--- config.mk ---
export PLATFORM = sky130hd
export DESIGN_NAME = bst_test_port
export DESIGN_NICKNAME = d
export VERILOG_FILES = /design/src/hdl/bst_pkg.sv /design/src/hdl/bst_chain_if.sv /design/src/hdl/bst_scan_chain.sv /design/src/hdl/bst_test_port.sv
export SDC_FILE = /design/constraint.sdc
export NUM_CORES = 1
export LEC_CHECK = 0
export ABC_CLOCK_PERIOD_IN_PS = 4800
export BUFFER_PORTS_ARGS = -buffer_cell sky130_fd_sc_hd__buf_2
export CAP_MARGIN = 20
export CORE_MARGIN = 2
export CORE_UTILIZATION = 57
export CTS_CLUSTER_SIZE = 28
export DETAILED_ROUTE_END_ITERATION = 16
export GPL_ROUTABILITY_DRIVEN = 0
export HOLD_SLACK_MARGIN = 0.03
export PLACE_DENSITY_LB_ADDON = 0.1
export SYNTH_ARGS = -nofsm -noshare
export SYNTH_HDL_FRONTEND = slang
export SYNTH_SLANG_ARGS = --single-unit
--- constraint.sdc ---
create_clock -name mclk -period 4.8 [get_ports mclk]
set_input_delay 0.96 -clock mclk [delete_from_list [all_inputs] [get_ports mclk]]
set_output_delay 0.96 -clock mclk [all_outputs]
set_load 0.01 [all_outputs]
--- src/hdl/bst_pkg.sv ---
// constants and types of the boundary-scan test port
package bst_pkg;

  // instruction register
  localparam int          BST_IR_W       = 4;
  typedef logic [BST_IR_W-1:0] bst_ir_t;
  localparam bst_ir_t     BST_OP_EXTEST  = 4'h0;
  localparam bst_ir_t     BST_OP_IDCODE  = 4'h1;
  localparam bst_ir_t     BST_OP_SAMPLE  = 4'h2;
  localparam bst_ir_t     BST_OP_FRESET  = 4'hC;
  localparam bst_ir_t     BST_OP_BYPASS  = 4'hF;
  localparam bst_ir_t     BST_IR_CAPTURE = 4'h1;

  // identification register layout
  localparam int          BST_ID_W       = 32;
  localparam int          BST_VER_W      = 4;
  localparam int          BST_PART_W     = 16;
  localparam int          BST_MANUF_W    = 11;
  localparam logic        BST_ID_MARKER  = 1'b1;
  typedef logic [BST_ID_W-1:0] bst_id_t;

  // boundary cells per port pin, position inside each group
  localparam int          BST_CELLS_PIN  = 3;
  localparam int          BST_CELL_IN    = 0;
  localparam int          BST_CELL_DO    = 1;
  localparam int          BST_CELL_OE    = 2;

  // value captured into the bypass stage
  localparam logic        BST_BYP_CAP    = 1'b0;
  // asserting value of the reset data register
  localparam logic        BST_RST_ASSERT = 1'b1;

  typedef enum logic [3:0] {
    BST_TLR, BST_RTI,
    BST_SEL_DR, BST_CAP_DR, BST_SH_DR, BST_EX1_DR,
    BST_PAU_DR, BST_EX2_DR, BST_UPD_DR,
    BST_SEL_IR, BST_CAP_IR, BST_SH_IR, BST_EX1_IR,
    BST_PAU_IR, BST_EX2_IR, BST_UPD_IR
  } bst_tap_t;

endpackage : bst_pkg

--- src/hdl/bst_chain_if.sv ---
// link between the tap controller and the boundary chain
`timescale 1ns/1ps
`default_nettype none
interface bst_chain_if #(
  parameter int LEN = 8
);
  logic           capture;
  logic           shift;
  logic           update;
  logic           sin;
  logic           sout;
  logic [LEN-1:0] cap_data;
  logic [LEN-1:0] upd_data;

  modport ctrl (
    output capture, shift, update, sin, cap_data,
    input  sout, upd_data
  );
  modport chain (
    input  capture, shift, update, sin, cap_data,
    output sout, upd_data
  );
endinterface : bst_chain_if
`default_nettype wire

--- src/hdl/bst_scan_chain.sv ---
// boundary chain: shift stages and update latches
`timescale 1ns/1ps
`default_nettype none
module bst_scan_chain #(
  parameter int LEN = 8
) (
  // clock and reset
  input  wire logic    mclk,
  input  wire logic    arst_n,
  // control from the tap
  bst_chain_if.chain   ch
);
  import bst_pkg::*;

  logic [LEN-1:0] sh_r;
  logic [LEN-1:0] sh_nxt;
  logic [LEN-1:0] up_r;
  logic [LEN-1:0] up_nxt;

  always_comb begin
    sh_nxt = sh_r;
    up_nxt = up_r;
    if (ch.capture) begin
      sh_nxt = ch.cap_data;
    end else if (ch.shift) begin
      sh_nxt = {ch.sin, sh_r[LEN-1:1]};
    end
    if (ch.update) begin
      up_nxt = sh_r;
    end
  end

  always_ff @(posedge mclk or negedge arst_n) begin
    if (!arst_n) begin
      sh_r <= '0;
      up_r <= '0;
    end else begin
      sh_r <= sh_nxt;
      up_r <= up_nxt;
    end
  end

  assign ch.sout     = sh_r[0];
  assign ch.upd_data = up_r;

endmodule // bst_scan_chain
`default_nettype wire

--- src/hdl/bst_test_port.sv ---
// boundary-scan test access port with its data registers
// Notes on behaviour
// - after power-up the instruction register selects the id register
// - instructions bypass, sample/preload, extest, idcode and force-reset
// - entering device reset puts every port pin output into high impedance, except under extest
// - device reset from low reset pin or force-reset with reset bit set
// - extest drives output latches onto pins as soon as it is loaded
// - sample/preload snapshots pins without disturbing normal operation
// - port works only with enable fuse programmed and disable bit cleared
// - works with test clock faster than chip clock, or chip clock stopped; here tck is sampled on mclk, which must keep running and be faster than tck
// - data registers: bypass, identification, reset register, boundary chain
// - chain covers all port pin functions and analog interface signals
// - bypass gives the shortest serial path from data in to data out
// - access uses only the four test port signals
// - four-bit instruction register, opcodes 0, 1, 2, C and F
// - every shift register shifts least significant bit first
// - bypass stage loads zero in the capture state
// - reset register output unlatched: a one holds device reset immediately
`timescale 1ns/1ps
`default_nettype none
module bst_test_port #(
  parameter int                    NPINS      = 8,
  parameter int                    NANA       = 2,
  parameter logic [3:0]            ID_VERSION = 4'h0,    // arbitrary value
  parameter logic [15:0]           ID_PART    = 16'h00A5, // arbitrary value
  parameter logic [10:0]           ID_MANUF   = 11'h055   // arbitrary value
) (
  // clock and reset
  input  wire logic                mclk,
  input  wire logic                arst_n,
  // test access pins
  input  wire logic                tck,
  input  wire logic                tms,
  input  wire logic                tdi,
  output logic                     tdo,
  output logic                     tdo_oe,
  // enables
  input  wire logic                test_port_enable_fuse,
  input  wire logic                test_port_disable_bit,
  // external reset pin and resulting device reset
  input  wire logic                ext_reset_n,
  output logic                     device_reset,
  // core side of the port pins
  input  wire logic [NPINS-1:0]    core_out,
  input  wire logic [NPINS-1:0]    core_oe,
  output logic [NPINS-1:0]         core_in,
  // pad side of the port pins
  input  wire logic [NPINS-1:0]    pad_in,
  output logic [NPINS-1:0]         pad_out,
  output logic [NPINS-1:0]         pad_oe,
  // digital to analog interface
  input  wire logic [NANA-1:0]     ana_core,
  output logic [NANA-1:0]          ana_out
);
  import bst_pkg::*;

  localparam int LEN = BST_CELLS_PIN * NPINS + NANA;

  // two-flop synchronisers for pins: {ext_reset_n, tdi, tms, tck}
  logic [3:0] s1_r;
  logic [3:0] s2_r;
  logic [NPINS-1:0] p1_r;
  logic [NPINS-1:0] p2_r;
  logic tck_d_r;

  always_ff @(posedge mclk or negedge arst_n) begin
    if (!arst_n) begin
      // idle pin levels, tck low: no false tck edge after reset
      s1_r    <= 4'hA;
      s2_r    <= 4'hA;
      p1_r    <= '0;
      p2_r    <= '0;
      tck_d_r <= 1'b0;
    end else begin
      s1_r    <= {ext_reset_n, tdi, tms, tck};
      s2_r    <= s1_r;
      p1_r    <= pad_in;
      p2_r    <= p1_r;
      tck_d_r <= s2_r[0];
    end
  end

  logic tck_s;
  logic tms_s;
  logic tdi_s;
  logic extrst_n_s;
  logic tck_rise;
  logic tck_fall;
  logic port_en;

  assign tck_s      = s2_r[0];
  assign tms_s      = s2_r[1];
  assign tdi_s      = s2_r[2];
  assign extrst_n_s = s2_r[3];
  // edges of the test clock; mclk need not relate to any chip clock
  assign tck_rise   = tck_s & ~tck_d_r;
  assign tck_fall   = ~tck_s & tck_d_r;
  assign port_en    = test_port_enable_fuse & ~test_port_disable_bit;

  // tap state machine, stepped on test clock rising edges
  bst_tap_t st_r;
  bst_tap_t st_nxt;

  always_comb begin
    st_nxt = st_r;
    if (!port_en) begin
      st_nxt = BST_TLR;
    end else if (tck_rise) begin
      unique case (st_r)
        BST_TLR:    st_nxt = tms_s ? BST_TLR    : BST_RTI;
        BST_RTI:    st_nxt = tms_s ? BST_SEL_DR : BST_RTI;
        BST_SEL_DR: st_nxt = tms_s ? BST_SEL_IR : BST_CAP_DR;
        BST_CAP_DR: st_nxt = tms_s ? BST_EX1_DR : BST_SH_DR;
        BST_SH_DR:  st_nxt = tms_s ? BST_EX1_DR : BST_SH_DR;
        BST_EX1_DR: st_nxt = tms_s ? BST_UPD_DR : BST_PAU_DR;
        BST_PAU_DR: st_nxt = tms_s ? BST_EX2_DR : BST_PAU_DR;
        BST_EX2_DR: st_nxt = tms_s ? BST_UPD_DR : BST_SH_DR;
        BST_UPD_DR: st_nxt = tms_s ? BST_SEL_DR : BST_RTI;
        BST_SEL_IR: st_nxt = tms_s ? BST_TLR    : BST_CAP_IR;
        BST_CAP_IR: st_nxt = tms_s ? BST_EX1_IR : BST_SH_IR;
        BST_SH_IR:  st_nxt = tms_s ? BST_EX1_IR : BST_SH_IR;
        BST_EX1_IR: st_nxt = tms_s ? BST_UPD_IR : BST_PAU_IR;
        BST_PAU_IR: st_nxt = tms_s ? BST_EX2_IR : BST_PAU_IR;
        BST_EX2_IR: st_nxt = tms_s ? BST_UPD_IR : BST_SH_IR;
        BST_UPD_IR: st_nxt = tms_s ? BST_SEL_DR : BST_RTI;
      endcase
    end
  end

  // instruction and data registers
  bst_ir_t              ir_r;
  bst_ir_t              ir_nxt;
  bst_ir_t              irsh_r;
  bst_ir_t              irsh_nxt;
  logic                 byp_r;
  logic                 byp_nxt;
  bst_id_t              id_r;
  bst_id_t              id_nxt;
  logic                 rst_r;
  logic                 rst_nxt;
  logic                 tdo_nxt;
  logic                 tdo_oe_nxt;
  bst_id_t              id_value;
  logic                 cap_dr;
  logic                 sh_dr;
  logic                 is_bsc;

  assign id_value = {ID_VERSION, ID_PART, ID_MANUF, BST_ID_MARKER};
  assign cap_dr   = tck_rise & (st_r == BST_CAP_DR);
  assign sh_dr    = tck_rise & (st_r == BST_SH_DR);
  assign is_bsc   = (ir_r == BST_OP_EXTEST) || (ir_r == BST_OP_SAMPLE);

  bst_chain_if #(.LEN(LEN)) chn ();

  always_comb begin
    ir_nxt     = ir_r;
    irsh_nxt   = irsh_r;
    byp_nxt    = byp_r;
    id_nxt     = id_r;
    rst_nxt    = rst_r;
    tdo_nxt    = tdo;
    tdo_oe_nxt = tdo_oe;
    if (st_r == BST_TLR) begin
      ir_nxt  = BST_OP_IDCODE;
      rst_nxt = ~BST_RST_ASSERT;
    end else begin
      if (tck_rise && st_r == BST_CAP_IR) begin
        irsh_nxt = BST_IR_CAPTURE;
      end
      if (tck_rise && st_r == BST_SH_IR) begin
        irsh_nxt = {tdi_s, irsh_r[BST_IR_W-1:1]};
      end
      if (tck_fall && st_r == BST_UPD_IR) begin
        ir_nxt = irsh_r;
      end
      unique case (ir_r)
        BST_OP_IDCODE: begin
          if (cap_dr) id_nxt = id_value;
          if (sh_dr)  id_nxt = {tdi_s, id_r[BST_ID_W-1:1]};
        end
        BST_OP_FRESET: begin
          if (sh_dr) rst_nxt = tdi_s;
        end
        BST_OP_EXTEST, BST_OP_SAMPLE: begin
        end
        default: begin
          if (cap_dr) byp_nxt = BST_BYP_CAP;
          if (sh_dr)  byp_nxt = tdi_s;
        end
      endcase
    end
    // serial output changes on the falling test clock edge
    if (tck_fall) begin
      tdo_oe_nxt = (st_r == BST_SH_IR) || (st_r == BST_SH_DR);
      if (st_r == BST_SH_IR) begin
        tdo_nxt = irsh_r[0];
      end else if (st_r == BST_SH_DR) begin
        unique case (ir_r)
          BST_OP_IDCODE:                tdo_nxt = id_r[0];
          BST_OP_FRESET:                tdo_nxt = rst_r;
          BST_OP_EXTEST, BST_OP_SAMPLE: tdo_nxt = chn.sout;
          default:                      tdo_nxt = byp_r;
        endcase
      end
    end
    if (!port_en) begin
      tdo_oe_nxt = 1'b0;
    end
  end

  always_ff @(posedge mclk or negedge arst_n) begin
    if (!arst_n) begin
      st_r   <= BST_TLR;
      ir_r   <= BST_OP_IDCODE;
      irsh_r <= BST_IR_CAPTURE;
      byp_r  <= BST_BYP_CAP;
      id_r   <= '0;
      rst_r  <= ~BST_RST_ASSERT;
      tdo    <= 1'b0;
      tdo_oe <= 1'b0;
    end else begin
      st_r   <= st_nxt;
      ir_r   <= ir_nxt;
      irsh_r <= irsh_nxt;
      byp_r  <= byp_nxt;
      id_r   <= id_nxt;
      rst_r  <= rst_nxt;
      tdo    <= tdo_nxt;
      tdo_oe <= tdo_oe_nxt;
    end
  end

  // boundary chain: capture values from pins and core drive
  logic [LEN-1:0] cap_vec;

  always_comb begin
    cap_vec = '0;
    for (int i = 0; i < NPINS; i++) begin
      cap_vec[BST_CELLS_PIN*i + BST_CELL_IN] = p2_r[i];
      cap_vec[BST_CELLS_PIN*i + BST_CELL_DO] = core_out[i];
      cap_vec[BST_CELLS_PIN*i + BST_CELL_OE] = core_oe[i];
    end
    for (int j = 0; j < NANA; j++) begin
      cap_vec[BST_CELLS_PIN*NPINS + j] = ana_core[j];
    end
  end

  assign chn.capture  = cap_dr & is_bsc;
  assign chn.shift    = sh_dr & is_bsc;
  assign chn.update   = tck_fall & (st_r == BST_UPD_DR) & is_bsc;
  assign chn.sin      = tdi_s;
  assign chn.cap_data = cap_vec;

  bst_scan_chain #(.LEN(LEN)) u_chain (
    .mclk   (mclk),
    .arst_n (arst_n),
    .ch     (chn.chain)
  );

  // pin and reset drive, all registered
  logic             extest_on;
  logic             dev_rst_nxt;
  logic [NPINS-1:0] pad_out_nxt;
  logic [NPINS-1:0] pad_oe_nxt;
  logic [NANA-1:0]  ana_nxt;

  assign extest_on = port_en & (ir_r == BST_OP_EXTEST);

  always_comb begin
    // reset register bit acts directly, tap is not reset
    dev_rst_nxt = ~extrst_n_s
                | (port_en & (ir_r == BST_OP_FRESET)
                   & (rst_r == BST_RST_ASSERT));
    pad_out_nxt = core_out;
    pad_oe_nxt  = device_reset ? '0 : core_oe;
    ana_nxt     = ana_core;
    if (extest_on) begin
      for (int i = 0; i < NPINS; i++) begin
        pad_out_nxt[i] = chn.upd_data[BST_CELLS_PIN*i + BST_CELL_DO];
        pad_oe_nxt[i]  = chn.upd_data[BST_CELLS_PIN*i + BST_CELL_OE];
      end
      for (int j = 0; j < NANA; j++) begin
        ana_nxt[j] = chn.upd_data[BST_CELLS_PIN*NPINS + j];
      end
    end
  end

  always_ff @(posedge mclk or negedge arst_n) begin
    if (!arst_n) begin
      device_reset <= 1'b1;
      pad_out      <= '0;
      pad_oe       <= '0;
      ana_out      <= '0;
      core_in      <= '0;
    end else begin
      device_reset <= dev_rst_nxt;
      pad_out      <= pad_out_nxt;
      pad_oe       <= pad_oe_nxt;
      ana_out      <= ana_nxt;
      core_in      <= p2_r;
    end
  end

endmodule // bst_test_port
`default_nettype wire

==> results of run 1 <==
## area by class of cell
type / count / area, sq um
flip-flops and latches: 144 / 3610
fillers: 763 / 3110
multi-input cells: 354 / 1970
clock buffers: 21 / 439
repair buffers: 67 / 374
well taps: 133 / 166
clock inverters: 11 / 139
inverters: 3 / 11.3
## per-layer routing
metal / wire length [um] / vias up / part of all wire / GRT usage
met5: 0 / - / 0 / 0
met4: 88 / 0 / 0.0079 / 0.0762
met3: 472 / 8 / 0.042 / 0.0524
met2: 5420 / 99 / 0.49 / 0.341
met1: 5180 / 1936 / 0.46 / 0.303
li1: - / 1949 / - / -
## cell usage after synthesis (2+ instances only)
master and instances:
a21oi_1 7, a31oi_1 5, and3_1 4, buf_2 5, buf_4 2, buf_6 6, clkbuf_1 22, dfrtp_1 137
dfstp_2 7, inv_1 3, mux2_2 20, mux2i_1 3, nand2_1 135, nand2b_1 4, nand3_1 8, nand3b_1 8
nand4b_1 2, nand4bb_1 2, nor2_1 17, nor2b_1 7, nor3_1 6, nor3_4 2, nor3b_1 2, nor4_1 4
o211ai_1 4, o21ai_0 35, o21ai_1 30, o22ai_1 26, or3b_2 2
## flip-flops by register name, summed over array words and instances (netlist names), 2 cells and up
register	flops
s1_r	4
id_r	32
irsh_r	4
core_in	8
s2_r	4
p1_r	8
u_chain.ch.upd_data	18
p2_r	8
ana_out	2
st_r	4
pad_oe	8
pad_out	8
ir_r	4
u_chain.sh_r	26
## worst paths after layout
check / start / to / slack, ns / depth (start not counted)
min reg2reg: p1_r[3] / p2_r[3] / 0.35 / 0
max reg2reg: st_r[0] / u_chain.sh_r[4] / 2.21 / 5
max: st_r[0] / u_chain.sh_r[4] / 2.21 / 5
min in group mclk: p1_r[3] / p2_r[3] / 0.35 / 0
max in group asynchronous: arst_n / p2_r[1] / 3.41 / 3
min: arst_n / p1_r[6] / 0.30 / 1
## kinds of logic after synthesis
family,count (synthesis)
flip-flops,144
buffers and inverters,40
multiplexers,23
AO/OA/AOI/OAI,113
XOR/XNOR,1
AND/OR/NAND/NOR,217
## where the power goes
part / internal, mW / total [mW] / switching [mW]
combinational: 0.0318 / 0.0855 / 0.0537
clock: 0.801 / 1.28 / 0.478
sequential: 1.24 / 1.26 / 0.0151
## critical path, cell delays in order, from the launching register on
cell and delay [ns]:
dfrtp_1 0.82, nand4bb_1 0.21, buf_4 0.28, nor3_4 0.77
o22ai_1 0.19, o21ai_0 0.23
==> reports/metrics.cfg, run 1 <==
[run_status]
status = finished clean

[logic_synthesis]
synth_top_family_by_area = simple AND/OR/NAND/NOR gates
ys.flop_type = dfrtp_1
synth_area_sq_um = 5780
synth.yosys.warnings = 0
synth_top_area_frac = 0.593
synth_edf_count = 0
synth.avg_cell_area_sq_um = 10.8
synthMuxAreaShare = 0.0441
syn_nets = 572
netlist_top_cells_area = dfrtp_1 59%, nand2_1 8.8%, mux2_2 3.9%, dfstp_2 3.2%, o21ai_0 3.0%
synthArstFlopShare = 1.00
post_synth_and_or_nand_nor_area_fraction = 0.183
syn_inst = 538
synth-xor-area-share = 0.00151
yosysUniqueCellTypes = 52
yosysSeqAreaShare = 0.624
yosysTopAreaCell = dfrtp_1
yosys_register_bits = 144
synth_compound_area_frac = 0.111
synth_fa_ha_area_frac = 0

[pwr]
power_mw = 2.62
ir_worst_vdd_v = 0.000204
cellPowerDensity_nw_per_um2 = 391
leakagePower_nw = 3.14

[timing]
whs_ns = 0.300
slew_headroom = 0.348
slew_viol_final = 0
worstMarginPinSlew_ns = 0.975
hold_viol = 0
finalSetupViolCount = 0
rsz0062_at_grt = false
finalCriticalPeriod_ns = 2.59
setup_slack_ns = 2.21
finClkSkew_ns = 0.0122
clock.fmax_ghz = 0.386
fin_crit_sh = 0.540
fin_setup_tns_ns = 0

[floorplanning]
start_util = 0.589
rows = 36
io_pins = 63
core_sq_um = 9820
dieHeight_um = 105
fp.dieW_um = 105
dieArea_sq_um = 11000

[critical_path]
path_class = reg2reg
start_kind = flip-flop
cp_max_fo = 28
worst_ep_arrival_time_ns = 3.01
crit_path_end_kind = flip-flop
required_ns = 5.22

[finish]
synthToLayoutAreaGrowth_pct = 16.1
antenna_cells = 0
layout_common_cells = 137 x dfrtp_1, 135 x nand2_1, 61 x buf_2, 35 x o21ai_0, 30 x o21ai_1
final_common_cell = dfrtp_1
finalCoreUtilization = 0.684
final_cell_area_sq_um = 6710
nets = 621
layout.cells.non_filler = 733
drive_gt1_frac = 0.225

[place]
placed_cell_area_sq_um = 6110
dp_worst_setup_slack_ns = 2.24
dpl.hpwl_um = 6940
portBuffers = 62
dp_cells = 700

[drt]
first_pass_iters = 5
antenna_left = 0
via_per_inst = 5.45
num_vias = 3992
wl_um = 11200
drtIter0Drc = 174
wire_per_inst_um = 15.2
drc = 0

[hold_path]
min_path_type = in2async

[grt]
grt_antenna_before_repair = 0
grt_max_degree = 119
grt_pass1_vias = 3936
grt-ovfl-total = 0
grt_pass1_wl_um = 19100
track_usage = 0.218

[clock_network]
clock_latency_ns = 0.52
postCtsSetupRepairBufs = 0
cts_resized = 0
numCtsBuffers = 17
clock_sinks = 144
cts-root-buf = clkbuf_8
cts_hold_repair.buffers = 0
cts_tree = done
htree_levels = 4
clk_path_buf_depth = 2
clk_pin_slew_ns = 0.06

[flow_run]
maxCapViolCount = 0

Note: power is estimated with default switching activity, not from simulation.
==> run 2: changes to the inputs <==
--- a/config.mk
+++ b/config.mk
@@ -5,11 +5,11 @@
 export SDC_FILE = /design/constraint.sdc
 export NUM_CORES = 1
 export LEC_CHECK = 0
-export ABC_CLOCK_PERIOD_IN_PS = 4800
+export ABC_CLOCK_PERIOD_IN_PS = 2300
 export BUFFER_PORTS_ARGS = -buffer_cell sky130_fd_sc_hd__buf_2
 export CAP_MARGIN = 20
 export CORE_MARGIN = 2
-export CORE_UTILIZATION = 57
+export CORE_UTILIZATION = 52
 export CTS_CLUSTER_SIZE = 28
 export DETAILED_ROUTE_END_ITERATION = 16
 export GPL_ROUTABILITY_DRIVEN = 0
==> constraint.sdc (replaced) <==
create_clock -name mclk -period 2.3 [get_ports mclk]
set_input_delay 0.46 -clock mclk [delete_from_list [all_inputs] [get_ports mclk]]
set_output_delay 0.46 -clock mclk [all_outputs]
set_load 0.01 [all_outputs]
==> run 2 against run 1 <==
Final cell count rose by 4.5%. Largest cell class unchanged. Total power rose by 110%. Setup slack worse by 1.9 ns. Critical path type unchanged. Critical path depth is 1 lower. Sequential share of layout area decreased by 2.2 points.
==> reports/metrics.cfg, run 2 (synthesis results as in run 1) <==
[clock_network]
clock_sinks = 144
cts_tree = done
clk_pin_slew_ns = 0.06
cts_resized = 0
clock_latency_ns = 0.53
cts-root-buf = clkbuf_8
numCtsBuffers = 17
htree_levels = 4
clk_path_buf_depth = 2

[place]
portBuffers = 62
dpl.hpwl_um = 7410
dp_cells = 722

[floorplanning]
fp.dieW_um = 109
io_pins = 63
dieHeight_um = 109
core_sq_um = 10800
dieArea_sq_um = 12000
rows = 38
start_util = 0.534

[grt]
grt_antenna_before_repair = 0
track_usage = 0.215
grt_pass1_vias = 3951
grt_pass1_wl_um = 19300
grt_max_degree = 53
grt-ovfl-total = 0

[critical_path]
path_class = reg2reg
crit_path_end_kind = flip-flop
required_ns = 2.72
rr_worst_depth = 4
worst-path-buf-inv = 1
worst_ep_arrival_time_ns = 2.45
crit_family = simple AND/OR/NAND/NOR gates
cp.depth = 4
start_kind = flip-flop
crit_slowest_cell = nand4_2
cpPeakStageDelay_ns = 0.58
cp_max_fo = 18
path_cells = buf_4 > and2b_1 > nand4_2 > mux2_2

[drt]
wl_um = 11600
drc = 0
first_pass_iters = 4
num_vias = 4082
wire_per_inst_um = 15.2
drtIter0Drc = 202
via_per_inst = 5.33
antenna_left = 0

[finish]
synthToLayoutAreaGrowth_pct = 21.1
layout_common_cells = 137 x dfrtp_1, 135 x nand2_1, 61 x buf_2, 35 x o21ai_0, 30 x o21ai_1
regMostFlops = id_r
largest_register_ffs = 32
nets = 648
final_common_cell = dfrtp_1
layout.cells.non_filler = 766
drive_gt1_frac = 0.235
antenna_cells = 0

[pwr]
ir_worst_vdd_v = 0.000524
cellPowerDensity_nw_per_um2 = 791
leakagePower_nw = 3.29

[timing]
slew_viol_final = 0
slew_headroom = 0.523
finalCriticalPeriod_ns = 2.04
finClkSkew_ns = 0.00688
finalSetupViolCount = 0
fin_setup_tns_ns = 0
clock.fmax_ghz = 0.490
rsz0062_at_grt = false
hold_viol = 0
fin_crit_sh = 0.886
worstMarginPinSlew_ns = 0.715

[flow_run]
maxCapViolCount = 0

[run_status]
status = finished clean

[hold_path]
min_path_cells = 3
min_path_type = in2reg

run 2: layout make-up:
class | count | area (sq um)
well taps | 140 | 175
flip-flops and latches | 144 | 3610
multi-input cells | 354 | 1970
clock inverters | 3 | 68.8
clock buffers | 28 | 526
fillers | 895 | 3840
inverters | 3 | 11.3
repair buffers | 94 | 639
run 2: worst reg2reg max path: stages (launching register included):
cell,delay (ns)
dfrtp_1,0.37
buf_4,0.21
and2b_1,0.24
nand4_2,0.58
mux2_2,0.52
run 2: final timing paths:
kind | start | slack (ns) | endpoint
max reg2reg | st_r[3] | 0.26 | u_chain.ch.upd_data[20]
max in group asynchronous | arst_n | 1.16 | s2_r[1]
max | st_r[3] | 0.26 | u_chain.ch.upd_data[20]
min in group asynchronous | arst_n | 0.43 | pad_out[6]
min reg2reg | p1_r[1] | 0.35 | p2_r[1]
min | core_out[5] | 0.14 | pad_out[5]
run 2: through the flow:
stage / instance area [sq um] / hold slack, ns / power [mW] / util / setup slack [ns]
detailed placement: 6280 / 0.335 / 2.86 / 0.579 / 0.241
finish: 7000 / 0.144 / 5.54 / 0.646 / 0.261
global route: 7000 / 0.137 / 5.74 / 0.646 / 0.123
floorplan: 5780 / 0.164 / 2.72 / - / 0.582
CTS: 7000 / 0.116 / 5.61 / 0.646 / 0.224
global placement: 6280 / 0.332 / 2.85 / 0.579 / 0.341
run 2: timing repair:
action / 4_1_cts / 5_1_grt
hold endpoints to repair: 57 / 0
buffers inserted: 0 / 0
hold buffers: 13 / 0
run 2: report_power, final:
| group | leakage [nW] | switching [mW] | internal [mW] |
|---|---|---|---|
| clock network | 0.292 | 0.969 | 1.74 |
| logic | 1.20 | 0.120 | 0.0867 |
| registers | 1.79 | 0.0278 | 2.59 |
| total | 3.29 | 1.12 | 4.42 |
run 2: per-layer routing:
metal	routed length, um	global-route usage	share of wire
met1	5240	0.279	0.45
met2	5690	0.340	0.49
met3	526	0.0628	0.045
met4	182	0.0877	0.016
met5	0	0	0
